### config.mk
export PLATFORM = sky130hd
export DESIGN_NAME = tsf_sample_fifo
export DESIGN_NICKNAME = d
export VERILOG_FILES = /design/src/tsf_pkg.sv /design/src/tsf_queue_if.sv /design/src/tsf_queue.sv /design/src/tsf_sample_fifo.sv
export SDC_FILE = /design/constraint.sdc
export NUM_CORES = 1
export LEC_CHECK = 0
export ABC_AREA = 1
export ABC_CLOCK_PERIOD_IN_PS = 4400
export BUFFER_PORTS_ARGS = -buffer_cell sky130_fd_sc_hd__buf_4
export CAP_MARGIN = 20
export CORE_MARGIN = 3
export CORE_UTILIZATION = 50
export DETAILED_ROUTE_END_ITERATION = 12
export PLACE_DENSITY = 0.76
export SETUP_SLACK_MARGIN = 0.4
export SYNTH_ARGS = -nofsm -noshare
export SYNTH_HDL_FRONTEND = slang
export SYNTH_SLANG_ARGS = --single-unit
### constraint.sdc
create_clock -name clk_in -period 4.4 [get_ports clk_in]
set_input_delay 0.88 -clock clk_in [delete_from_list [all_inputs] [get_ports clk_in]]
set_output_delay 0.88 -clock clk_in [all_outputs]
set_load 0.01 [all_outputs]
### src/tsf_pkg.sv
// Purpose: constants for the temperature sample queue
// Assumes: byte-wide register port driven by the serial slave engine
// Notes:   offsets are byte register addresses
package tsf_pkg;
   localparam int unsigned SAMPLE_W    = 16;
   localparam int unsigned QUEUE_DEPTH = 32;
   localparam int unsigned PTR_W       = 5;
   localparam int unsigned CNT_W       = 6;
   localparam int unsigned LOST_W      = 5;
   localparam int unsigned WM_W        = 5;

   localparam logic [7:0] OFS_STATUS       = 8'h00;
   localparam logic [7:0] OFS_WRITE_INDEX  = 8'h04;
   localparam logic [7:0] OFS_READ_INDEX   = 8'h05;
   localparam logic [7:0] OFS_LOST_COUNT   = 8'h06;
   localparam logic [7:0] OFS_WAIT_COUNT   = 8'h07;
   localparam logic [7:0] OFS_DATA_PORT    = 8'h08;
   localparam logic [7:0] OFS_WATERMARK    = 8'h09;
   localparam logic [7:0] OFS_BEHAVIOUR    = 8'h0A;

   localparam int unsigned BIT_ROLLOVER    = 1;
   localparam int unsigned BIT_AFULL_TYPE  = 2;
   localparam int unsigned BIT_STAT_CLR    = 3;
   localparam int unsigned BIT_FLUSH       = 4;

   localparam logic [1:0]  PIN_FUNC_INTR   = 2'h3;
   localparam logic [LOST_W-1:0] LOST_MAX  = 5'h1F;
   localparam logic [WM_W-1:0]   WM_RESET  = 5'h00;
   localparam logic [7:0]  BYTE_ZERO       = 8'h00;
endpackage : tsf_pkg

### src/tsf_queue_if.sv
// Purpose: carrier between the register front and the sample queue
// Assumes: single clock domain
// Notes:   push and pop use valid/ready
`timescale 1ns/10ps
interface tsf_queue_if #(
   parameter int unsigned WIDTH = 16,
   parameter int unsigned PTR_W = 5,
   parameter int unsigned CNT_W = 6
);
   logic             push_valid;
   logic             push_ready;
   logic [WIDTH-1:0] push_data;
   logic             pop_valid;
   logic             pop_ready;
   logic [WIDTH-1:0] pop_data;
   logic [PTR_W-1:0] wr_index;
   logic [PTR_W-1:0] rd_index;
   logic [CNT_W-1:0] count;
   logic             full;
   logic             rd_load;
   logic [PTR_W-1:0] rd_load_val;
   logic             flush;
   logic             rollover;

   modport front (output push_valid, push_data, pop_ready, rd_load, rd_load_val, flush,
                  rollover, input push_ready, pop_valid, pop_data, wr_index, rd_index,
                  count, full);
   modport queue (input push_valid, push_data, pop_ready, rd_load, rd_load_val, flush,
                  rollover, output push_ready, pop_valid, pop_data, wr_index, rd_index,
                  count, full);
endinterface : tsf_queue_if

### src/tsf_queue.sv
// Purpose: sample storage with wrapping pointers and optional overwrite
// Assumes: depth is a power of two matching the pointer width
// Notes:   pop data is read combinationally at the read index
`timescale 1ns/10ps
module tsf_queue #(
   parameter int unsigned WIDTH = 16,
   parameter int unsigned DEPTH = 32,
   parameter int unsigned PTR_W = 5,
   parameter int unsigned CNT_W = 6
) (
   input  wire logic clk_in,
   input  wire logic rst_n,
   tsf_queue_if.queue q
);
   initial begin
      if ((1 << PTR_W) != DEPTH || (1 << (CNT_W - 1)) != DEPTH)
         $error("tsf_queue: depth must equal 2**PTR_W and 2**(CNT_W-1)");
   end

   logic [WIDTH-1:0] mem_q [DEPTH];
   logic [PTR_W-1:0] wr_q;
   logic [PTR_W-1:0] rd_q;
   logic [CNT_W-1:0] cnt_q;

   wire              full_w    = (cnt_q == CNT_W'(DEPTH));
   wire              empty_w   = (cnt_q == '0);
   wire              push_fire = q.push_valid && q.push_ready;
   wire              pop_fire  = q.pop_valid && q.pop_ready;
   wire              overwrite = push_fire && full_w && !pop_fire;
   wire              rd_step   = pop_fire || overwrite;
   wire [PTR_W-1:0]  load_diff = wr_q - q.rd_load_val;

   assign q.push_ready = !full_w || q.rollover;
   assign q.pop_valid  = !empty_w;
   assign q.pop_data   = mem_q[rd_q];
   assign q.wr_index   = wr_q;
   assign q.rd_index   = rd_q;
   assign q.count      = cnt_q;
   assign q.full       = full_w;

   always_ff @(posedge clk_in) begin
      if (push_fire) begin
         mem_q[wr_q] <= q.push_data;
      end
   end

   always_ff @(posedge clk_in or negedge rst_n) begin
      if (!rst_n) begin
         wr_q  <= '0;
         rd_q  <= '0;
         cnt_q <= '0;
      end else if (q.flush) begin
         wr_q  <= '0;
         rd_q  <= '0;
         cnt_q <= '0;
      end else if (q.rd_load) begin
         rd_q  <= q.rd_load_val;
         cnt_q <= {1'b0, load_diff};
      end else begin
         if (push_fire) wr_q <= wr_q + 1'b1;
         if (rd_step) rd_q <= rd_q + 1'b1;
         if (push_fire && !full_w && !pop_fire) cnt_q <= cnt_q + 1'b1;
         else if (pop_fire && !push_fire) cnt_q <= cnt_q - 1'b1;
      end
   end
endmodule : tsf_queue

### src/tsf_sample_fifo.sv
// Purpose: register front of the temperature sample queue
// Assumes: register strobes come from the serial slave engine on clk_in
// Notes:   status and pin setup bits of other blocks arrive as plain inputs
`timescale 1ns/10ps
// What this block does
// - six-bit readable count of waiting samples
// - count up on push, down on pop
// - byte data port; two-byte burst pops one
// - each entry holds one 16-bit sample
// - high byte first, low byte second
// - pointers readable; difference equals waiting count except when full
// - almost full at 32 minus watermark words
// - almost full condition sets status flag
// - pin zero interrupt when flag, enable, mode
// - rollover overwrites oldest when full
// - no rollover discards new sample when full
// - style low: flag resets each sample
// - style high: flag only on new condition
// - lost count saturates, cleared by pop
// - hold address pointer on data port access
// - status read clears flags; option data read
// - flush empties queue and zeroes counters
module tsf_sample_fifo #(
   parameter int unsigned DEPTH = tsf_pkg::QUEUE_DEPTH
) (
   input  wire logic                         clk_in,
   input  wire logic                         resetn_in,
   input  wire logic                         sample_valid_in,
   input  wire logic [tsf_pkg::SAMPLE_W-1:0] sample_in,
   output logic                              sample_ready_out,
   input  wire logic [7:0]                   reg_addr_in,
   input  wire logic                         reg_wr_in,
   input  wire logic [7:0]                   reg_wdata_in,
   input  wire logic                         reg_rd_in,
   output logic [7:0]                        reg_rdata_out,
   output logic                              addr_hold_out,
   input  wire logic                         afull_int_en_in,
   input  wire logic [1:0]                   pin_zero_function_in,
   output logic                              almost_full_flag_out,
   output logic                              temp_ready_flag_out,
   output logic                              interrupt_pin_zero_out
);
   initial begin
      if (DEPTH != tsf_pkg::QUEUE_DEPTH)
         $error("tsf_sample_fifo: depth is fixed by the pointer width");
   end

   logic rst_meta_q;
   logic rst_n_q;
   always_ff @(posedge clk_in or negedge resetn_in) begin
      if (!resetn_in) begin
         rst_meta_q <= 1'b0;
         rst_n_q    <= 1'b0;
      end else begin
         rst_meta_q <= 1'b1;
         rst_n_q    <= rst_meta_q;
      end
   end

   tsf_queue_if #(.WIDTH(tsf_pkg::SAMPLE_W), .PTR_W(tsf_pkg::PTR_W),
                  .CNT_W(tsf_pkg::CNT_W)) qif ();

   tsf_queue #(.WIDTH(tsf_pkg::SAMPLE_W), .DEPTH(DEPTH), .PTR_W(tsf_pkg::PTR_W),
               .CNT_W(tsf_pkg::CNT_W)) u_queue (
      .clk_in (clk_in),
      .rst_n  (rst_n_q),
      .q      (qif.queue)
   );

   logic [tsf_pkg::WM_W-1:0]   wm_q;
   logic                       rollover_q;
   logic                       afull_type_q;
   logic                       stat_clr_q;
   logic [tsf_pkg::LOST_W-1:0] lost_q;
   logic                       byte_sel_q;
   logic                       afull_q;
   logic                       cond_q;
   logic                       trdy_q;
   logic                       int_q;
   logic [7:0]                 rdata_q;
   logic                       hold_q;
   logic                       ready_q;

   // register decode
   wire rd_status = reg_rd_in && (reg_addr_in == tsf_pkg::OFS_STATUS);
   wire rd_data   = reg_rd_in && (reg_addr_in == tsf_pkg::OFS_DATA_PORT);
   wire wr_rdidx  = reg_wr_in && (reg_addr_in == tsf_pkg::OFS_READ_INDEX);
   wire wr_wm     = reg_wr_in && (reg_addr_in == tsf_pkg::OFS_WATERMARK);
   wire wr_behav  = reg_wr_in && (reg_addr_in == tsf_pkg::OFS_BEHAVIOUR);
   wire flush_w   = wr_behav && reg_wdata_in[tsf_pkg::BIT_FLUSH];
   wire other_acc = (reg_rd_in || reg_wr_in) && !rd_data;

   wire pop_w     = rd_data && byte_sel_q && qif.pop_valid;
   wire push_w    = sample_valid_in && qif.push_ready;
   wire lost_w    = sample_valid_in && qif.full && !pop_w;

   assign qif.push_valid  = sample_valid_in;
   assign qif.push_data   = sample_in;
   assign qif.pop_ready   = pop_w;
   assign qif.rd_load     = wr_rdidx;
   assign qif.rd_load_val = reg_wdata_in[tsf_pkg::PTR_W-1:0];
   assign qif.flush       = flush_w;
   assign qif.rollover    = rollover_q;

   // count that will hold after this cycle, for the watermark test
   wire [tsf_pkg::CNT_W-1:0] cnt_next =
      (push_w && !qif.full && !pop_w) ? qif.count + 1'b1 :
      (pop_w && !push_w)              ? qif.count - 1'b1 : qif.count;
   wire [tsf_pkg::CNT_W-1:0] thresh =
      tsf_pkg::CNT_W'(DEPTH) - {1'b0, wm_q};
   wire cond_d    = !flush_w && (cnt_next >= thresh) && (cnt_next != '0);
   wire afull_set = afull_type_q ? (cond_d && !cond_q)
                                 : (cond_d && push_w);
   wire flag_clr  = rd_status || (rd_data && stat_clr_q);

   wire [7:0] data_byte = byte_sel_q ? qif.pop_data[7:0]
                                     : qif.pop_data[tsf_pkg::SAMPLE_W-1:8];
   wire [7:0] behav_rd  = {4'h0, stat_clr_q, afull_type_q, rollover_q, 1'b0};
   wire [7:0] rd_mux =
      (reg_addr_in == tsf_pkg::OFS_WRITE_INDEX) ? {3'h0, qif.wr_index} :
      (reg_addr_in == tsf_pkg::OFS_READ_INDEX)  ? {3'h0, qif.rd_index} :
      (reg_addr_in == tsf_pkg::OFS_LOST_COUNT)  ? {3'h0, lost_q} :
      (reg_addr_in == tsf_pkg::OFS_WAIT_COUNT)  ? {2'h0, qif.count} :
      (reg_addr_in == tsf_pkg::OFS_DATA_PORT)   ? (qif.pop_valid ? data_byte
                                                                 : tsf_pkg::BYTE_ZERO) :
      (reg_addr_in == tsf_pkg::OFS_WATERMARK)   ? {3'h0, wm_q} :
      (reg_addr_in == tsf_pkg::OFS_BEHAVIOUR)   ? behav_rd : tsf_pkg::BYTE_ZERO;

   wire int_d = afull_q && afull_int_en_in
                && (pin_zero_function_in == tsf_pkg::PIN_FUNC_INTR);

   always_ff @(posedge clk_in or negedge rst_n_q) begin
      if (!rst_n_q) begin
         wm_q         <= tsf_pkg::WM_RESET;
         rollover_q   <= 1'b0;
         afull_type_q <= 1'b0;
         stat_clr_q   <= 1'b0;
      end else begin
         if (wr_wm) wm_q <= reg_wdata_in[tsf_pkg::WM_W-1:0];
         if (wr_behav) begin
            rollover_q   <= reg_wdata_in[tsf_pkg::BIT_ROLLOVER];
            afull_type_q <= reg_wdata_in[tsf_pkg::BIT_AFULL_TYPE];
            stat_clr_q   <= reg_wdata_in[tsf_pkg::BIT_STAT_CLR];
         end
      end
   end

   always_ff @(posedge clk_in or negedge rst_n_q) begin
      if (!rst_n_q) lost_q <= '0;
      else if (flush_w || pop_w) lost_q <= '0;
      else if (lost_w && lost_q != tsf_pkg::LOST_MAX) lost_q <= lost_q + 1'b1;
   end

   always_ff @(posedge clk_in or negedge rst_n_q) begin
      if (!rst_n_q) byte_sel_q <= 1'b0;
      else if (flush_w || other_acc || wr_rdidx) byte_sel_q <= 1'b0;
      else if (rd_data && qif.pop_valid) byte_sel_q <= !byte_sel_q;
   end

   always_ff @(posedge clk_in or negedge rst_n_q) begin
      if (!rst_n_q) begin
         afull_q <= 1'b0;
         cond_q  <= 1'b0;
         trdy_q  <= 1'b0;
      end else begin
         cond_q <= cond_d;
         if (afull_set) afull_q <= 1'b1;
         else if (flag_clr) afull_q <= 1'b0;
         if (push_w) trdy_q <= 1'b1;
         else if (flag_clr) trdy_q <= 1'b0;
      end
   end

   always_ff @(posedge clk_in or negedge rst_n_q) begin
      if (!rst_n_q) begin
         rdata_q <= tsf_pkg::BYTE_ZERO;
         hold_q  <= 1'b0;
         int_q   <= 1'b0;
         ready_q <= 1'b0;
      end else begin
         if (reg_rd_in) rdata_q <= rd_mux;
         if (reg_rd_in || reg_wr_in) hold_q <= (reg_addr_in == tsf_pkg::OFS_DATA_PORT);
         int_q   <= int_d;
         ready_q <= qif.push_ready;
      end
   end

   assign reg_rdata_out          = rdata_q;
   assign addr_hold_out          = hold_q;
   assign almost_full_flag_out   = afull_q;
   assign temp_ready_flag_out    = trdy_q;
   assign interrupt_pin_zero_out = int_q;
   assign sample_ready_out       = ready_q;

   property p_count_bound;
      @(posedge clk_in) disable iff (!rst_n_q) qif.count <= tsf_pkg::CNT_W'(DEPTH);
   endproperty
   a_count_bound: assert property (p_count_bound) else $error("count above depth");

   property p_pop_second;
      @(posedge clk_in) disable iff (!rst_n_q)
         (pop_w && !sample_valid_in && !flush_w) |=> qif.count == $past(qif.count) - 1'b1;
   endproperty
   a_pop_second: assert property (p_pop_second) else $error("burst did not pop one");

   property p_partial;
      @(posedge clk_in) disable iff (!rst_n_q)
         (rd_data && !byte_sel_q && qif.pop_valid && !sample_valid_in)
         |=> $stable(qif.count) && byte_sel_q;
   endproperty
   a_partial: assert property (p_partial) else $error("first byte changed count");

   property p_high_first;
      @(posedge clk_in) disable iff (!rst_n_q)
         (rd_data && !byte_sel_q && qif.pop_valid) |=> rdata_q == $past(qif.pop_data[15:8]);
   endproperty
   a_high_first: assert property (p_high_first) else $error("first byte not high");

   property p_discard;
      @(posedge clk_in) disable iff (!rst_n_q)
         (sample_valid_in && qif.full && !rollover_q && !pop_w && !reg_wr_in)
         |=> $stable(qif.wr_index) && $stable(qif.rd_index);
   endproperty
   a_discard: assert property (p_discard) else $error("full queue took sample");

   property p_lost_sat;
      @(posedge clk_in) disable iff (!rst_n_q)
         (lost_q == tsf_pkg::LOST_MAX && !pop_w && !flush_w) |=> lost_q == tsf_pkg::LOST_MAX;
   endproperty
   a_lost_sat: assert property (p_lost_sat) else $error("lost count wrapped");

   property p_flush;
      @(posedge clk_in) disable iff (!rst_n_q)
         flush_w |=> qif.count == '0 && lost_q == '0 && qif.wr_index == '0 && qif.rd_index == '0;
   endproperty
   a_flush: assert property (p_flush) else $error("flush left state");

   property p_int_pin;
      @(posedge clk_in) disable iff (!rst_n_q)
         ##1 int_q == ($past(afull_q) && $past(afull_int_en_in)
                       && $past(pin_zero_function_in) == tsf_pkg::PIN_FUNC_INTR);
   endproperty
   a_int_pin: assert property (p_int_pin) else $error("pin zero mismatch");

   property p_status_clear;
      @(posedge clk_in) disable iff (!rst_n_q)
         (rd_status && !afull_set) |=> !afull_q;
   endproperty
   a_status_clear: assert property (p_status_clear) else $error("flag not cleared");

   property p_both_keep;
      @(posedge clk_in) disable iff (!rst_n_q)
         (pop_w && push_w && !flush_w) |=> $stable(qif.count);
   endproperty
   a_both_keep: assert property (p_both_keep) else $error("count moved on push+pop");
endmodule : tsf_sample_fifo

== Word level (Yosys, flattened, before mapping) ==
Memories as Yosys holds them, arrays and structs flattened.
Cells that the tools add are included.

* Add/sub/neg operators: 7
* Multiply operators: 0
* Div/mod/pow operators: 0
* Magnitude comparators: 1
* Equality and inequality tests: 11
* Shift operators: 0
* Muxes and demuxes: 31
* Bitwise logic cells: 0
* Reductions and logical operators: 56

{| class="wikitable"
|+ Operators with widths
! kind !! number
|-
| 8-bit two-way mux || 7
|-
| 5-bit two-way mux || 9
|-
| 6-bit two-way mux || 6
|-
| 8-bit by 3-bit == test with 1-bit output, second input constant || 4
|-
| 1-bit logical AND || 29
|-
| 8-bit by 4-bit == test with 1-bit output, second input constant || 3
|-
| 5-bit by 1-bit adder with 5-bit output, second input constant || 3
|-
| 2-bit nonzero test || 5
|-
| 1-bit zero test || 9
|-
| 8-bit zero test || 1
|-
| 1-bit two-way mux || 8
|-
| 1-bit logical OR || 7
|-
| 6-bit by 1-bit adder with 6-bit output, second input constant || 1
|-
| 6-bit == test, second input constant || 1
|-
| 6-bit >= comparator || 1
|-
| 6-bit zero test || 1
|-
| 6-bit nonzero test || 1
|-
| 6-bit by 1-bit subtractor with 6-bit output, second input constant || 1
|-
| 6-bit by 5-bit subtractor with 6-bit output, first input constant || 1
|-
| 5-bit inequality test, second input constant || 1
|-
| 5-bit subtractor || 1
|-
| 4-bit two-way mux || 1
|-
| 4-bit nonzero test || 1
|-
| 3-bit nonzero test || 1
|-
| other kinds (3) || 3
|}

* Bits in registers: 46
* Bits in latches: 0
* Memory bits (writable): 512
* Memory bits (read-only): 0
* Input bits: 40
* Output and inout port bits: 13
* Logic and storage cells: 125
* Memories kept: 1

{| class="wikitable"
|+ Memories
! memory !! words !! bits a word !! read ports !! clocked after memory_dff !! wr ports !! RTL line !! RTL
|-
| u_queue.mem_q || 32 || 16 || 1 || 0 || 1 || tsf_queue.sv:20 || <nowiki>logic [WIDTH-1:0] mem_q [DEPTH];</nowiki>
|}

== Depth between registers and ports, before layout ==
* Word-level depth: 14
* Mapped depth: 21
* Gate-level depth less buffers: 21

== Cells and area by module ==
From an unflattened synthesis, not the netlist that was laid out.

* Cells, all modules: 2,198
* Area total of the unflattened synthesis: 24,280.8 um^2

{| class="wikitable"
|+ Modules (own cells, without submodules)
! module !! instances !! cells an instance !! area an instance (um^2) !! sequential area each (um^2)
|-
| tsf_queue || 1 || 1,884 || 22,041.1 || 15,775.1
|-
| tsf_sample_fifo || 1 || 314 || 2,239.6 || 750.7
|}

== Worst setup path after synthesis ==
OpenSTA, ideal clock, no wires.

* Path type: input -> register
* Start point: in reg_addr_in[5]
* End point: reg afull_q, in the netlist almost_full_flag_out
* Library setup time: 0.118 ns
* Data arrival time: 3.019 ns
* Required time: 4.282 ns
* Path slack: 1.263 ns
* Cell stages on the path: 20
* Path buffers: 0
* Path through: nor2_1 > nand2_1 > nor2_1 > nand2_1 > nor2_4 > nand2_4 > nand2_4 > nand2_8 > xor2_4 > ha_1 > inv_1 > a21boi_0 > o21ai_0 > a21boi_0 > o21a_1 > o21ai_0 > nand2_1 > nand2_1 > nand3b_1 > nand2_1

* Cells in the longest elaborated chain, start to end: 13
* Elaborated cells on any way between the ends: 26
* Classes of those cells: order compare (1); eq/ne (2); mux (4); reduce/logical (19)

{| class="wikitable"
|+ Ends and longest elaborated chain
! element !! RTL line !! RTL
|-
| start: declaration || tsf_sample_fifo.sv:31 || <nowiki>input wire logic [7:0] reg_addr_in,</nowiki>
|-
| 8-bit by 4-bit == test with 1-bit output || tsf_sample_fifo.sv:86 || <nowiki>wire rd_data = reg_rd_in && (reg_addr_in == tsf_pkg::OFS_DATA_PORT);</nowiki>
|-
| 1-bit logical AND || tsf_sample_fifo.sv:86 ||
|-
| 1-bit logical AND (2 in a row) || tsf_sample_fifo.sv:93 || <nowiki>wire pop_w = rd_data && byte_sel_q && qif.pop_valid;</nowiki>
|-
| 1-bit logical AND / 1-bit zero test (equally long branches) || tsf_sample_fifo.sv:108, tsf_sample_fifo.sv:107 ||
|-
| 6-bit two-way mux / 1-bit logical AND (equally long branches) || tsf_sample_fifo.sv:108, tsf_sample_fifo.sv:107 ||
|-
| 6-bit two-way mux || tsf_sample_fifo.sv:107 || <nowiki>(push_w && !qif.full && !pop_w) ? qif.count + 1'b1 :</nowiki>
|-
| 6-bit >= comparator || tsf_sample_fifo.sv:111 || <nowiki>wire cond_d = !flush_w && (cnt_next >= thresh) && (cnt_next != '0);</nowiki>
|-
| 1-bit logical AND (2 in a row) || tsf_sample_fifo.sv:111 ||
|-
| 1-bit logical AND (on tied branches) || tsf_sample_fifo.sv:113, tsf_sample_fifo.sv:112 ||
|-
| 1-bit two-way mux || tsf_sample_fifo.sv:112 || <nowiki>wire afull_set = afull_type_q ? (cond_d && !cond_q)</nowiki>
|-
| 1-bit two-way mux / 2-bit nonzero test (equally long branches) || -- ||
|-
| end signal: assignment || tsf_sample_fifo.sv:162 || <nowiki>afull_q <= 1'b0;</nowiki>
|-
| end signal: assignment || tsf_sample_fifo.sv:167 || <nowiki>if (afull_set) afull_q <= 1'b1;</nowiki>
|-
| end signal: assignment || tsf_sample_fifo.sv:168 || <nowiki>else if (flag_clr) afull_q <= 1'b0;</nowiki>
|-
| end: declaration || tsf_sample_fifo.sv:76 || <nowiki>logic afull_q;</nowiki>
|}

Parallel ways exist; a longest one is shown, timed or not.
A chain may end at the register's enable or synchronous reset.

== Worst setup path in the final report ==
* Start point: reg u_queue.rd_q[1], in the netlist u_queue.q.rd_index[1]
* End point: reg rdata_q[2], in the netlist reg_rdata_out[2]

* Cells in the longest elaborated chain, start to end: 8

{| class="wikitable"
|+ Ends and longest elaborated chain
! element !! RTL line !! RTL
|-
| start: declaration || tsf_queue.sv:22 || <nowiki>logic [PTR_W-1:0] rd_q;</nowiki>
|-
| start signal: assignment || tsf_queue.sv:57 || <nowiki>rd_q <= q.rd_load_val;</nowiki>
|-
| start signal: assignment || tsf_queue.sv:61 || <nowiki>if (rd_step) rd_q <= rd_q + 1'b1;</nowiki>
|-
| memory 32 x 16 bit || -- ||
|-
| 8-bit two-way mux || tsf_sample_fifo.sv:116 || <nowiki>wire [7:0] data_byte = byte_sel_q ? qif.pop_data[7:0]</nowiki>
|-
| 8-bit two-way mux (2 in a row) || tsf_sample_fifo.sv:124 || <nowiki>(reg_addr_in == tsf_pkg::OFS_DATA_PORT) ? (qif.pop_valid ? data_byte</nowiki>
|-
| 8-bit two-way mux || tsf_sample_fifo.sv:123 || <nowiki>(reg_addr_in == tsf_pkg::OFS_WAIT_COUNT) ? {2'h0, qif.count} :</nowiki>
|-
| 8-bit two-way mux || tsf_sample_fifo.sv:122 || <nowiki>(reg_addr_in == tsf_pkg::OFS_LOST_COUNT) ? {3'h0, lost_q} :</nowiki>
|-
| 8-bit two-way mux || tsf_sample_fifo.sv:121 || <nowiki>(reg_addr_in == tsf_pkg::OFS_READ_INDEX) ? {3'h0, qif.rd_index} :</nowiki>
|-
| 8-bit two-way mux || tsf_sample_fifo.sv:120 || <nowiki>(reg_addr_in == tsf_pkg::OFS_WRITE_INDEX) ? {3'h0, qif.wr_index} :</nowiki>
|-
| end signal: assignment || tsf_sample_fifo.sv:176 || <nowiki>rdata_q <= tsf_pkg::BYTE_ZERO;</nowiki>
|-
| end signal: assignment || tsf_sample_fifo.sv:181 || <nowiki>if (reg_rd_in) rdata_q <= rd_mux;</nowiki>
|-
| end: declaration || tsf_sample_fifo.sv:80 || <nowiki>logic [7:0] rdata_q;</nowiki>
|}

No other way between the ends.

==> reports/qor.csv <==
metric,value,unit
cts-root-buf,clkbuf_16,
total_leakage_power,9.845,nW
cts_resized,0,
clk-insertion-delay-late,0.61,ns
via_density,5.808,
worst_hold_slack,0.03951,ns
report.final.slew_viol_count,0,
place.gp.congestion,0.8981,
totalWireLength,59810,µm
core_region_area,0.04705,mm²
yosys.area.top_type_share,0.6391,
syn_area,0.02406,mm²
drc_violations_left,0,
timing.rr.end,reg_rdata_out[2],
critPathTopFamily,simple AND/OR/NAND/NOR gates,
synth-warning-count,0,
worst_path_largest_cell_delay,0.86,ns
endpoint_kind,flip-flop,
yosys.cell_types.count,50,
irDropWorstVdd,0.0003814,V
critical_path_required,4.94,ns
layout-drive-gt1-share,0.1010,
setup_tns_final,0,ns
postSynthRegisterBits,558,
leftover_overflow_at_the_end_of_global_routing,0,
synth_xor_area_frac,0.007334,
num_antenna_cells,0,
timing.critical_path.from_type,flip-flop,
async_flop_share,0.08244,
htree_num_levels,2,
grt_start_max_net_pins,97,
layout.cells.most_common,edfxtp_1,
postCtsHoldBufs,0,
worstPathCellList,clkinv_2 -> nor2_2 -> nand2_1 -> nand3_1 -> nand2_1 -> nand2_1 -> nor2_1 -> nand2_1 -> nand3_1 -> nand2_1 -> nand2_1 -> nand4_1 -> nand2_1 -> a21oi_1,
num-nets-final,2264,
fin_crit_sh,0.7902,
postLayoutCellArea,0.02682,mm²
max_freq,0.2876,GHz
area.growth.synth_to_final,11.49,%
largest_area_contributor_in_the_netlist,edfxtp_1,
globalRouteTotalUtil,0.2310,
critical_path_arrival,4.01,ns
length_of_routed_met2_wiring,28460,µm
initial_utilization,0.5113,
relSlewSlack,0.4070,
cts_inserted_buffers,54,
rows,79,
wire_length_of_the_first_global_routing_pass,89560,µm
synth_area_leaders,"edfxtp_1 (64%), nand2_1 (6.2%), nor2_1 (5.5%)",
path_buf_inv,1,
placement.cell_area,0.02509,mm²
routed-via-count,16580,
synthesis.nets,2217,
r2r_cells,14,
cellPowerDensity,519.0,mW/mm²
dieHeight,225.3,µm
max_cap_viol_count,0,
outcome,"finished, final reports clean",
synth_area_in_adders,0.01175,
timing.rr.start,u_queue.q.rd_index[1],
hp-class,input port to async pin,
postCtsSetupRepairBufs,0,
synth_mux_area_frac,0,
synth_sequential_area_ratio,0.6870,
dpl.hpwl,35020,µm
timing.setup.critical_path_class,flip-flop to flip-flop,
first_global_vias,15670,
timing.critical_path.fanout_max,56,
cts_num_sinks,558,
layout.filler_cells,3697,
place.detailed.instances,2753,
routedLengthMet1,23840,µm
final.min_clock_period,3.477,ns
cts_tree,done,
synth_simple_gate_area_share,0.1625,
cell_repeated_most_along_the_worst_path,nand2_1,
setup_viol,0,
worst_setup_hold_path_clk_slew,0.07,ns
postRouteAntennaNets,0,
number_of_flops_mapped_to_enable_cells_by_yosys,512,
top_level_ports,53,
wl_per_cell,20.96,µm
met3WireLength,5359,µm
setup_repair_after_global_routing_missed_its_margin,no,
topRoutingLayerUsed,met4,
floorplan.die.width,225.3,µm
worst_setup_skew_after_layout,0.02136,ns
dr.first_iter.drc_count,1977,
synth_compound_area_frac,0.08655,
cp_slowest_cell,dfrtp_4,
io_buffers,49,
combinational_family_with_the_most_area_after_synthesis,simple AND/OR/NAND/NOR gates,
postSynthAreaPerCell,11.16,µm²
most_used_cells_in_the_layout_excluding_fill_and_tap_cells,"edfxtp_1 (512), nand2_1 (400), nor2_1 (353)",
syn-instance-count,2155,
antenna_violations_before_repair,0,
final-hold-violation-count,0,
postSynth.topFlopCell,edfxtp_1,
rrSetupSlack,0.92,ns
firstDrtPassIters,8,
clk_path_buf_depth,3,
tightestPinTransition,0.8895,ns
total_die_area,0.05078,mm²
instances_no_fill,2854,
per-layer routing:
layer,GRT usage,up-vias
li1,-,7579
met1,0.3222,8044
met2,0.3678,836
met3,0.03087,118
met4,0.1009,0
met5,0,-
metrics by stage:
stage            util  setup slack, ns  total power [W]
2_1_floorplan       -            1.263         0.008485
3_5_place_dp   0.5333           0.7310         0.009491
5_1_grt        0.5700           0.7600          0.01450
6_report       0.5700           0.9232          0.01392
3_3_place_gp   0.5333           0.7133         0.009394
4_1_cts        0.5700           0.9718          0.01393
power by group:
group	total [W]	switching, W	internal, W
Combinational	0.00304	0.00213	0.000917
Sequential	0.00640	0.000265	0.00614
Clock	0.00448	0.00197	0.00251
Total	0.0139	0.00436	0.00956
cells in the mapped netlist (2+ instances only):
cell type and count:
a211oi_1 2, a21boi_0 2, a21oi_1 65, a22oi_1 12, buf_1 4, buf_2 52
buf_4 14, buf_6 3, clkbuf_1 35, clkinv_1 2, dfrtp_1 46, edfxtp_1 512
ha_1 21, inv_1 128, inv_2 11, nand2_1 400, nand2_2 3, nand2_4 6
nand3_1 145, nand3b_1 2, nand4_1 4, nor2_1 353, nor2_2 2, nor2_4 8
nor3_1 5, o2111ai_1 5, o211ai_1 19, o21ai_0 199, o21ai_1 16, o221ai_1 18
o22ai_1 19, o41ai_1 2, or2_2 8, xnor2_1 6, xor2_1 11
kinds of logic (layout without fill, tap and decap cells):
kind of cell / count (synthesis) / count (layout)
simple gates: 939 / 939
flops: 558 / 558
compound gates: 368 / 368
buf+inv: 249 / 341
fa+ha+maj: 22 / 22
xor+xnor: 18 / 18
other cells: 1 / 1
flip-flops by register name (all words and copies together), names as in the netlist, 5 cells and up:
name and cells:
u_queue.mem_q 512, reg_rdata_out 8, u_queue.q.count 6, lost_q 5
u_queue.q.rd_index 5, u_queue.q.wr_index 5, wm_q 5
worst register-to-register path, cell delays in order (launching register included):
cell and delay (ns):
dfrtp_4 0.86, clkinv_2 0.56, nor2_2 0.83, nand2_1 0.11
nand3_1 0.14, nand2_1 0.06, nand2_1 0.09, nor2_1 0.07
nand2_1 0.13, nand3_1 0.09, nand2_1 0.13, nand2_1 0.06
nand4_1 0.09, nand2_1 0.06, a21oi_1 0.13
layout make-up:
type	count	area, µm²	area share
clock buffer	62	1381	0.05150
timing repair buffer	99	805.8	0.03004
multi-input combinational	1348	6455	0.2407
inverter	141	535.5	0.01997
clock inverter	39	349.1	0.01302
tap	607	759.5	0.02832
sequential	558	16530	0.6165
how the worst max path moves through the flow:
stage                     startpoint                   end  slack (ns)  depth (start not counted)
4_1_cts        u_queue.q.rd_index[1]      reg_rdata_out[2]        0.97                         14
3_3_place_gp          reg_addr_in[7]  almost_full_flag_out        0.71                         21
6_report       u_queue.q.rd_index[1]      reg_rdata_out[2]        0.92                         14
2_1_floorplan         reg_addr_in[5]  almost_full_flag_out        1.26                         20
3_5_place_dp          reg_addr_in[7]  almost_full_flag_out        0.73                         21
5_1_grt        u_queue.q.rd_index[1]      reg_rdata_out[2]        0.76                         14
Power figures use the tool's default switching activity.
